==> config.mk <==
export PLATFORM = sky130hd
export DESIGN_NAME = dpg_gpio
export DESIGN_NICKNAME = d
export VERILOG_FILES = /design/src/dpg_pkg.sv /design/src/dpg_gpio.sv /design/src/dpg_pin_mux.sv /design/src/dpg_irq_detect.sv
export SDC_FILE = /design/constraint.sdc
export NUM_CORES = 1
export LEC_CHECK = 0
export BUFFER_PORTS_ARGS = -buffer_cell sky130_fd_sc_hd__buf_2
export CAP_MARGIN = 20
export CORE_MARGIN = 4
export CORE_UTILIZATION = 45
export DETAILED_ROUTE_END_ITERATION = 8
export PLACE_DENSITY = 0.77
export SLEW_MARGIN = 5
export SYNTH_ARGS = -nofsm -noshare
export SYNTH_HDL_FRONTEND = slang
export SYNTH_HIERARCHICAL = 1
export SYNTH_SLANG_ARGS = --single-unit
==> constraint.sdc <==
create_clock -name hclk -period 3.25 [get_ports hclk]
set_input_delay 0.325 -clock hclk [delete_from_list [all_inputs] [get_ports hclk]]
set_output_delay 0.325 -clock hclk [all_outputs]
set_load 0.005 [all_outputs]
==> src/dpg_pkg.sv <==
// Purpose: shared constants for the two-port pin-mux gpio block
// Assumes: 32-bit ahb-lite slave, register index times four is byte address
// Notes:   offsets are indices; reserved bits read as zero
`default_nettype none
package dpg_pkg;
  localparam int unsigned P7_W = 6;
  localparam int unsigned P8_W = 8;
  localparam int unsigned IRQ_W = 5;
  ////////////////////////////////////////////////////////////////////////////
  // register indices
  localparam logic [7:0] IDX_P7_DATA = 8'h1c;
  localparam logic [7:0] IDX_P7_DIR  = 8'h1e;
  localparam logic [7:0] IDX_P7_FUNC = 8'h1f;
  localparam logic [7:0] IDX_P8_DATA = 8'h20;
  localparam logic [7:0] IDX_P8_DIR  = 8'h22;
  localparam logic [7:0] IDX_P8_FUNC = 8'h23;
  localparam logic [7:0] IDX_IRQ_MODE = 8'h24;
  localparam logic [7:0] IDX_IRQ_STAT = 8'h25;
  localparam logic [7:0] IDX_IRQ_MASK = 8'h26;
  ////////////////////////////////////////////////////////////////////////////
  // reset values
  localparam logic [7:0] RST_LATCH = 8'hff;
  localparam logic [7:0] RST_DIR   = 8'h00;
  localparam logic [7:0] RST_FUNC  = 8'h00;
  localparam logic [1:0] RST_MODE  = 2'h0;
  ////////////////////////////////////////////////////////////////////////////
  // implemented function bits and legal alternate combinations
  localparam logic [5:0] P7_FUNC_MASK = 6'h36;
  localparam logic [5:0] P7_OUT_LEGAL = 6'h16;
  localparam logic [5:0] P7_IN_LEGAL  = 6'h20;
  localparam logic [5:0] P7_TIN_BITS  = 6'h09;
  localparam logic [7:0] P8_FUNC_MASK = 8'hff;
  localparam logic [7:0] P8_OUT_LEGAL = 8'hcc;
  localparam logic [7:0] P8_IN_LEGAL  = 8'h33;
  // mode field: bit1 level/edge, bit0 polarity
  localparam int unsigned MODE_LVL_BIT = 1;
  localparam int unsigned MODE_POL_BIT = 0;
  // status bit positions
  localparam int unsigned ST_IRQ0 = 0;
  localparam int unsigned ST_IRQ5 = 1;
endpackage
`default_nettype wire

==> src/dpg_gpio.sv <==
// Purpose: two gpio ports with alternate-function steering, ahb-lite slave
// Assumes: pins and timer signals synchronous to hclk, word accesses only
// Notes:   zero wait states; pin and alternate outputs lag one cycle
`default_nettype none
module dpg_gpio (
  input  wire logic                     hclk,
  input  wire logic                     hresetn,
  input  wire logic                     hsel,
  input  wire logic [31:0]              haddr,
  input  wire logic [1:0]               htrans,
  input  wire logic                     hwrite,
  input  wire logic [2:0]               hsize,
  input  wire logic [31:0]              hwdata,
  input  wire logic                     hready,
  output logic      [31:0]              hrdata,
  output logic                          hreadyout,
  output logic                          hresp,
  input  wire logic [dpg_pkg::P7_W-1:0] p7_pin_in,
  output logic      [dpg_pkg::P7_W-1:0] p7_pin_out,
  output logic      [dpg_pkg::P7_W-1:0] p7_pin_oe,
  input  wire logic [dpg_pkg::P8_W-1:0] p8_pin_in,
  output logic      [dpg_pkg::P8_W-1:0] p8_pin_out,
  output logic      [dpg_pkg::P8_W-1:0] p8_pin_oe,
  input  wire logic                     timer01_out,
  input  wire logic                     timer23_out,
  input  wire logic                     timer45_out,
  input  wire logic                     wide_timer_a_out_a,
  input  wire logic                     wide_timer_a_out_b,
  input  wire logic                     wide_timer_b_out_a,
  input  wire logic                     wide_timer_b_out_b,
  output logic                          timer01_clock_in,
  output logic                          timer45_clock_in,
  output logic                          wide_timer_a_capture_a,
  output logic                          wide_timer_a_capture_b,
  output logic                          wide_timer_b_capture_a,
  output logic                          wide_timer_b_capture_b,
  output logic                          ext_irq_zero,
  output logic                          ext_irq_five,
  output logic                          ext_irq_six,
  output logic                          ext_irq_seven,
  output logic                          ext_irq_eight,
  output logic                          irq
);
  import dpg_pkg::*;
  ////////////////////////////////////////////////////////////////////////////
  // state
  typedef struct packed {
    logic [P7_W-1:0]  p7_latch;
    logic [P7_W-1:0]  p7_dir;
    logic [P7_W-1:0]  p7_func;
    logic [P8_W-1:0]  p8_latch;
    logic [P8_W-1:0]  p8_dir;
    logic [P8_W-1:0]  p8_func;
    logic [1:0]       mode;
    logic [IRQ_W-1:0] status;
    logic [IRQ_W-1:0] mask;
    logic             wr_pend;
    logic [7:0]       wr_idx;
    logic [31:0]      rdata;
    logic [P7_W-1:0]  p7_out;
    logic [P7_W-1:0]  p7_oe;
    logic [P8_W-1:0]  p8_out;
    logic [P8_W-1:0]  p8_oe;
    logic [1:0]       tin;
    logic [3:0]       cap;
    logic             irq0;
    logic             irq_out;
  } dpg_state_s;
  dpg_state_s st_ff;
  dpg_state_s nxt_st;
  ////////////////////////////////////////////////////////////////////////////
  // helpers
  function automatic logic dpg_word_ok(input logic [31:0] a);
    dpg_word_ok = (a[1:0] == 2'h0) && (a[31:10] == 22'h00_0000);
  endfunction
  function automatic logic [7:0] dpg_idx(input logic [31:0] a);
    dpg_idx = a[9:2];
  endfunction
  ////////////////////////////////////////////////////////////////////////////
  // pin steering
  logic [P7_W-1:0] p7_mux_out;
  logic [P7_W-1:0] p7_mux_oe;
  logic [P7_W-1:0] p7_alt_in;
  logic [P7_W-1:0] p7_alt_src;
  logic [P8_W-1:0] p8_mux_out;
  logic [P8_W-1:0] p8_mux_oe;
  logic [P8_W-1:0] p8_alt_in;
  logic [P8_W-1:0] p8_alt_src;
  logic            irq0_hit;
  assign p7_alt_src = {1'b0, timer45_out, 1'b0, timer23_out, timer01_out, 1'b0};
  assign p8_alt_src = {wide_timer_b_out_b, wide_timer_b_out_a, 2'b00,
                       wide_timer_a_out_b, wide_timer_a_out_a, 2'b00};
  dpg_pin_mux #(
    .W         (P7_W),
    .OUT_LEGAL (P7_OUT_LEGAL),
    .IN_LEGAL  (P7_IN_LEGAL)
  ) u_p7_mux (
    .latch     (st_ff.p7_latch),
    .dir       (st_ff.p7_dir),
    .func      (st_ff.p7_func),
    .alt_out   (p7_alt_src),
    .pin_out   (p7_mux_out),
    .pin_oe    (p7_mux_oe),
    .alt_in_en (p7_alt_in)
  );
  dpg_pin_mux #(
    .W         (P8_W),
    .OUT_LEGAL (P8_OUT_LEGAL),
    .IN_LEGAL  (P8_IN_LEGAL)
  ) u_p8_mux (
    .latch     (st_ff.p8_latch),
    .dir       (st_ff.p8_dir),
    .func      (st_ff.p8_func),
    .alt_out   (p8_alt_src),
    .pin_out   (p8_mux_out),
    .pin_oe    (p8_mux_oe),
    .alt_in_en (p8_alt_in)
  );
  dpg_irq_detect u_irq0 (
    .hclk    (hclk),
    .hresetn (hresetn),
    .en      (p7_alt_in[5]),
    .lvl     (p7_pin_in[5]),
    .mode    (st_ff.mode),
    .hit     (irq0_hit)
  );
  ////////////////////////////////////////////////////////////////////////////
  // next state
  logic             addr_ok;
  logic [7:0]       a_idx;
  logic [IRQ_W-1:0] ev;
  logic [IRQ_W-1:0] clr;
  logic [3:0]       cap_n;
  always_comb begin
    nxt_st  = st_ff;
    addr_ok = hsel && hready && htrans[1];
    a_idx   = dpg_idx(haddr);
    clr     = '0;
    // data phase write lands here
    if (st_ff.wr_pend) begin
      unique case (st_ff.wr_idx)
        IDX_P7_DATA: nxt_st.p7_latch = hwdata[P7_W-1:0];
        IDX_P7_DIR:  nxt_st.p7_dir   = hwdata[P7_W-1:0];
        IDX_P7_FUNC: nxt_st.p7_func  = hwdata[P7_W-1:0] & P7_FUNC_MASK;
        IDX_P8_DATA: nxt_st.p8_latch = hwdata[P8_W-1:0];
        IDX_P8_DIR:  nxt_st.p8_dir   = hwdata[P8_W-1:0];
        IDX_P8_FUNC: nxt_st.p8_func  = hwdata[P8_W-1:0] & P8_FUNC_MASK;
        IDX_IRQ_MODE: nxt_st.mode    = hwdata[1:0];
        IDX_IRQ_STAT: clr            = hwdata[IRQ_W-1:0];
        IDX_IRQ_MASK: nxt_st.mask    = hwdata[IRQ_W-1:0];
        default: ;
      endcase
    end
    nxt_st.wr_pend = addr_ok && hwrite && dpg_word_ok(haddr);
    nxt_st.wr_idx  = a_idx;
    // read data prepared in address phase; direction and function registers read as zero
    nxt_st.rdata = 32'h0000_0000;
    if (addr_ok && !hwrite && dpg_word_ok(haddr)) begin
      unique case (a_idx)
        IDX_P7_DATA:  nxt_st.rdata[P7_W-1:0]  = p7_pin_in;
        IDX_P8_DATA:  nxt_st.rdata[P8_W-1:0]  = p8_pin_in;
        IDX_IRQ_MODE: nxt_st.rdata[1:0]       = st_ff.mode;
        IDX_IRQ_STAT: nxt_st.rdata[IRQ_W-1:0] = st_ff.status;
        IDX_IRQ_MASK: nxt_st.rdata[IRQ_W-1:0] = st_ff.mask;
        default: ;
      endcase
    end
    // registered pin drive
    nxt_st.p7_out = p7_mux_out;
    nxt_st.p7_oe  = p7_mux_oe;
    nxt_st.p8_out = p8_mux_out;
    nxt_st.p8_oe  = p8_mux_oe;
    // 8-bit timer inputs have no function bit
    nxt_st.tin = {p7_pin_in[3] & ~st_ff.p7_dir[3],
                  p7_pin_in[0] & ~st_ff.p7_dir[0]};
    cap_n = {p8_pin_in[5] & p8_alt_in[5], p8_pin_in[4] & p8_alt_in[4],
             p8_pin_in[1] & p8_alt_in[1], p8_pin_in[0] & p8_alt_in[0]};
    nxt_st.cap  = cap_n;
    nxt_st.irq0 = irq0_hit;
    // events: irq zero detect, rising edges of routed capture inputs
    ev = {cap_n & ~st_ff.cap, irq0_hit};
    // set wins over the write-one clear
    nxt_st.status  = (st_ff.status & ~clr) | ev;
    nxt_st.irq_out = |(nxt_st.status & nxt_st.mask);
  end
  always_ff @(posedge hclk or negedge hresetn) begin
    if (!hresetn) begin
      st_ff          <= '0;
      st_ff.p7_latch <= RST_LATCH[P7_W-1:0];
      st_ff.p7_dir   <= RST_DIR[P7_W-1:0];
      st_ff.p7_func  <= RST_FUNC[P7_W-1:0];
      st_ff.p8_latch <= RST_LATCH[P8_W-1:0];
      st_ff.p8_dir   <= RST_DIR[P8_W-1:0];
      st_ff.p8_func  <= RST_FUNC[P8_W-1:0];
      st_ff.mode     <= RST_MODE;
      st_ff.p7_out   <= RST_LATCH[P7_W-1:0];
      st_ff.p8_out   <= RST_LATCH[P8_W-1:0];
    end else begin
      st_ff <= nxt_st;
    end
  end
  ////////////////////////////////////////////////////////////////////////////
  // outputs
  assign hrdata                 = st_ff.rdata;
  assign hreadyout              = 1'b1;
  assign hresp                  = 1'b0;
  assign p7_pin_out             = st_ff.p7_out;
  assign p7_pin_oe              = st_ff.p7_oe;
  assign p8_pin_out             = st_ff.p8_out;
  assign p8_pin_oe              = st_ff.p8_oe;
  assign timer01_clock_in       = st_ff.tin[0];
  assign timer45_clock_in       = st_ff.tin[1];
  assign wide_timer_a_capture_a = st_ff.cap[0];
  assign wide_timer_a_capture_b = st_ff.cap[1];
  assign wide_timer_b_capture_a = st_ff.cap[2];
  assign wide_timer_b_capture_b = st_ff.cap[3];
  assign ext_irq_five           = st_ff.cap[0];
  assign ext_irq_six            = st_ff.cap[1];
  assign ext_irq_seven          = st_ff.cap[2];
  assign ext_irq_eight          = st_ff.cap[3];
  assign ext_irq_zero           = st_ff.irq0;
  assign irq                    = st_ff.irq_out;

  logic rst_seen_ff;
  always_ff @(posedge hclk or negedge hresetn) begin
    if (!hresetn) begin
      rst_seen_ff <= 1'b0;
    end else begin
      rst_seen_ff <= 1'b1;
    end
  end
endmodule
`default_nettype wire

==> src/dpg_pin_mux.sv <==
// Purpose: per-port direction/function pin steering
// Assumes: legal masks describe alternate-function combinations
// Notes:   combinational; the top registers every result
`default_nettype none
module dpg_pin_mux #(
  parameter int unsigned W         = 8,
  parameter logic [W-1:0] OUT_LEGAL = '0,
  parameter logic [W-1:0] IN_LEGAL  = '0
) (
  input  wire logic [W-1:0] latch,
  input  wire logic [W-1:0] dir,
  input  wire logic [W-1:0] func,
  input  wire logic [W-1:0] alt_out,
  output logic      [W-1:0] pin_out,
  output logic      [W-1:0] pin_oe,
  output logic      [W-1:0] alt_in_en
);
  logic [W-1:0] out_alt;
  logic [W-1:0] rsv;
  always_comb begin
    out_alt   = func & dir & OUT_LEGAL;
    // reserved combinations fall back to plain input
    rsv       = func & ((dir & ~OUT_LEGAL) | (~dir & ~IN_LEGAL));
    pin_oe    = dir & ~rsv;
    pin_out   = (out_alt & alt_out) | (~out_alt & latch);
    alt_in_en = func & ~dir & IN_LEGAL;
  end
endmodule
`default_nettype wire

==> src/dpg_irq_detect.sv <==
// Purpose: edge or level detector for the port-seven interrupt input
// Assumes: pin is synchronous to hclk
// Notes:   disabled input forgets its history to avoid a false edge
`default_nettype none
module dpg_irq_detect (
  input  wire logic       hclk,
  input  wire logic       hresetn,
  input  wire logic       en,
  input  wire logic       lvl,
  input  wire logic [1:0] mode,
  output logic            hit
);
  import dpg_pkg::*;
  typedef struct packed {
    logic prev;
    logic seen;
  } dpg_det_s;
  dpg_det_s st_ff;
  dpg_det_s nxt_st;
  always_comb begin
    nxt_st.prev = lvl;
    nxt_st.seen = en;
    hit = 1'b0;
    if (en) begin
      if (mode[MODE_LVL_BIT]) begin
        hit = lvl ^ mode[MODE_POL_BIT];
      end else if (st_ff.seen) begin
        hit = mode[MODE_POL_BIT] ? (st_ff.prev & ~lvl)
                                 : (~st_ff.prev & lvl);
      end
    end
  end
  always_ff @(posedge hclk or negedge hresetn) begin
    if (!hresetn) begin
      st_ff <= '0;
    end else begin
      st_ff <= nxt_st;
    end
  end
endmodule
`default_nettype wire

==> out/results.ini <==
[run_status]
outcome = complete, no violations

[grt]
overflow = 0
grt_pass1_vias = 2806
grt_start_max_net_pins = 67
grt_busiest_layer = met2
antenna_found_initial = 0
grtUsageMet2_pct = 26.0
grt_use_total_pct = 16.1
use_met1_pct = 21.2
grt_pass1_wl_mm = 14.4
use_met3_pct = 3.32

[routing]
drtPass1Iterations = 4
ant_nets = 0
drtIter0Drc = 146
vias_per_cell = 4.78
vias = 2771
drt-wirelength-per-cell_um = 16.0
route.detailed.drc = 0
wl_mm = 9.25

[worst_setup_path]
cp.buffers_inverters = 0
max_stage_delay_ns = 0.57
crit_slowest_cell = or4b_4
cp_data_required_time_ns = 3.48
critPathArrivalTime_ns = 2.63
path_class = reg2reg
worst-path-max-fanout = 5
path_cells = or4b_4, nor4_4, mux2_2, a222oi_1, o211ai_1
critPathTopFamily = simple AND/OR/NAND/NOR gates
r2r_cells = 5
timing.rr.start = st_ff[72]
critPathLaunchType = flop
cp-end-kind = flop
reg2reg_slack_ns = 0.85
reg2reg_to = irq

[power]
power.leakage_nw = 2.53
vdd_drop_max_mv = 0.224
p_per_area_mw_per_mm2 = 467

[timing]
setup_viol = 0
finClkSkew_ns = 0.0146
hold_viol = 0
setup_tns_ns = 0
min_period_over_period_pct = 73.9
hold_slack_ns = 0.0464
slew_viol_final = 0
period_needed_ns = 2.40
worst_slew_pin_slew_ns = 0.921
fmax_mhz = 416
rsz0062_at_grt = no
max_slew_margin_pct = 37.8

[finish]
fin_util_pct = 50.8
instances_no_fill = 580
multi_input_area_mm2 = 0.00147
drive_above_1_share_pct = 49.3
area_growth_pct = 10.8
n_fill_cell = 915
design_area_mm2 = 0.00522
register_area_mm2 = 0.00271
nNetsFinal = 534
diodes = 0

[floorplanning]
rows = 37
die_height_um = 110
ios = 169
die_area_mm2 = 0.0122
start_util_pct = 45.8
die-width_um = 110
fp.coreArea_mm2 = 0.0103

[hold_path]
hold_class = in2async

[synth]
synth_warnings = 6
syn-instance-count = 369
syn-mean-instance-area_um2 = 12.8
syn_area_mm2 = 0.00471

[placement]
port_buffers = 114
dpl_cell_area_mm2 = 0.00499
place.detailed.hpwl_mm = 6.86
gp_congestion = 0.799
dp_cells = 564

[clock_network]
clock-sinks = 107
root_buffer = clkbuf_8
cts.path.max_buffers = 2
htreeDepth = 3
cts_hold_buf = 0
post_cts_buffers = 0
insertion_delay_ns = 0.37
cts_resized = 0
cts_tree = yes
clkTransAtPathRegs_ns = 0.11
cts_buffers = 9

[flow_run]
cap_violations = 0

==> metal layers <==
layer	wire, um	share of wire (%)
met5	0	0
met4	160	1.7
met3	653	7.1
met2	4450	48
met1	3990	43
==> stage by stage <==
step	power, mW	setup WS [ns]
after floorplan	1.52	1.03
after global placement	1.58	0.864
after detailed placement	1.59	0.831
after CTS	2.47	0.821
after global routing	2.56	0.683
final	2.44	0.847
==> sequential cells by signal, summed over array words and instances, names as in the netlist <==
signal,cells
ext_irq_eight,1
ext_irq_five,1
ext_irq_seven,1
ext_irq_six,1
ext_irq_zero,1
hrdata,8
irq,1
p7_pin_oe,6
p7_pin_out,6
p8_pin_oe,8
p8_pin_out,8
st_ff,61
timer01_clock_in,1
timer45_clock_in,1
u_irq0/st_ff,2
==> report_power, final <==
part	internal [mW]	switching, mW
registers	1.38	0.0208
logic	0.0724	0.0877
clock network	0.439	0.444
total	1.89	0.552
==> area by class of cell <==
type                       count  share of cell area (%)
clock buffer                   9                    2.37
clock inverter                 7                    1.94
inverter                      10                   0.719
multi-input combinational    195                    28.2
sequential                   107                    52.0
tap                          136                    3.26
timing repair buffer         116                    11.5
==> worst register-to-register path: stages (launching register included) <==
cell and delay, ns:
dfrtp_1 0.40, or4b_4 0.57, nor4_4 0.41, mux2_2 0.40, a222oi_1 0.35, o211ai_1 0.15
==> layout by cell type, fill, tap and decap left out, drive strengths merged, types with 2 or more instances in the layout <==
master,instances
and3,3
nand2,18
a221oi,2
nand3b,3
nor3,7
dfstp,28
and2,2
nand2b,2
inv,11
nand4,5
nor4,8
a22o,2
clkinv,2
clkbuf,9
clkinvlp,2
bufinv,2
nor3b,2
a211oi,2
a21boi,2
nand3,5
buf,116
dfrtp,79
conb,28
nor2b,16
a222oi,4
mux2,53
nor2,7
a21oi,6
nor4b,3
mux2i,3
==> worst max path at each step <==
stage,start,endpoint,slack [ns],depth (start not counted)
floorplan,st_ff[72],irq,1.03,5
global placement,st_ff[72],irq,0.86,5
detailed placement,st_ff[72],irq,0.83,5
CTS,st_ff[72],irq,0.82,5
global route,st_ff[72],irq,0.68,5
finish,st_ff[72],irq,0.85,5
Power figures use the tool's default switching activity.
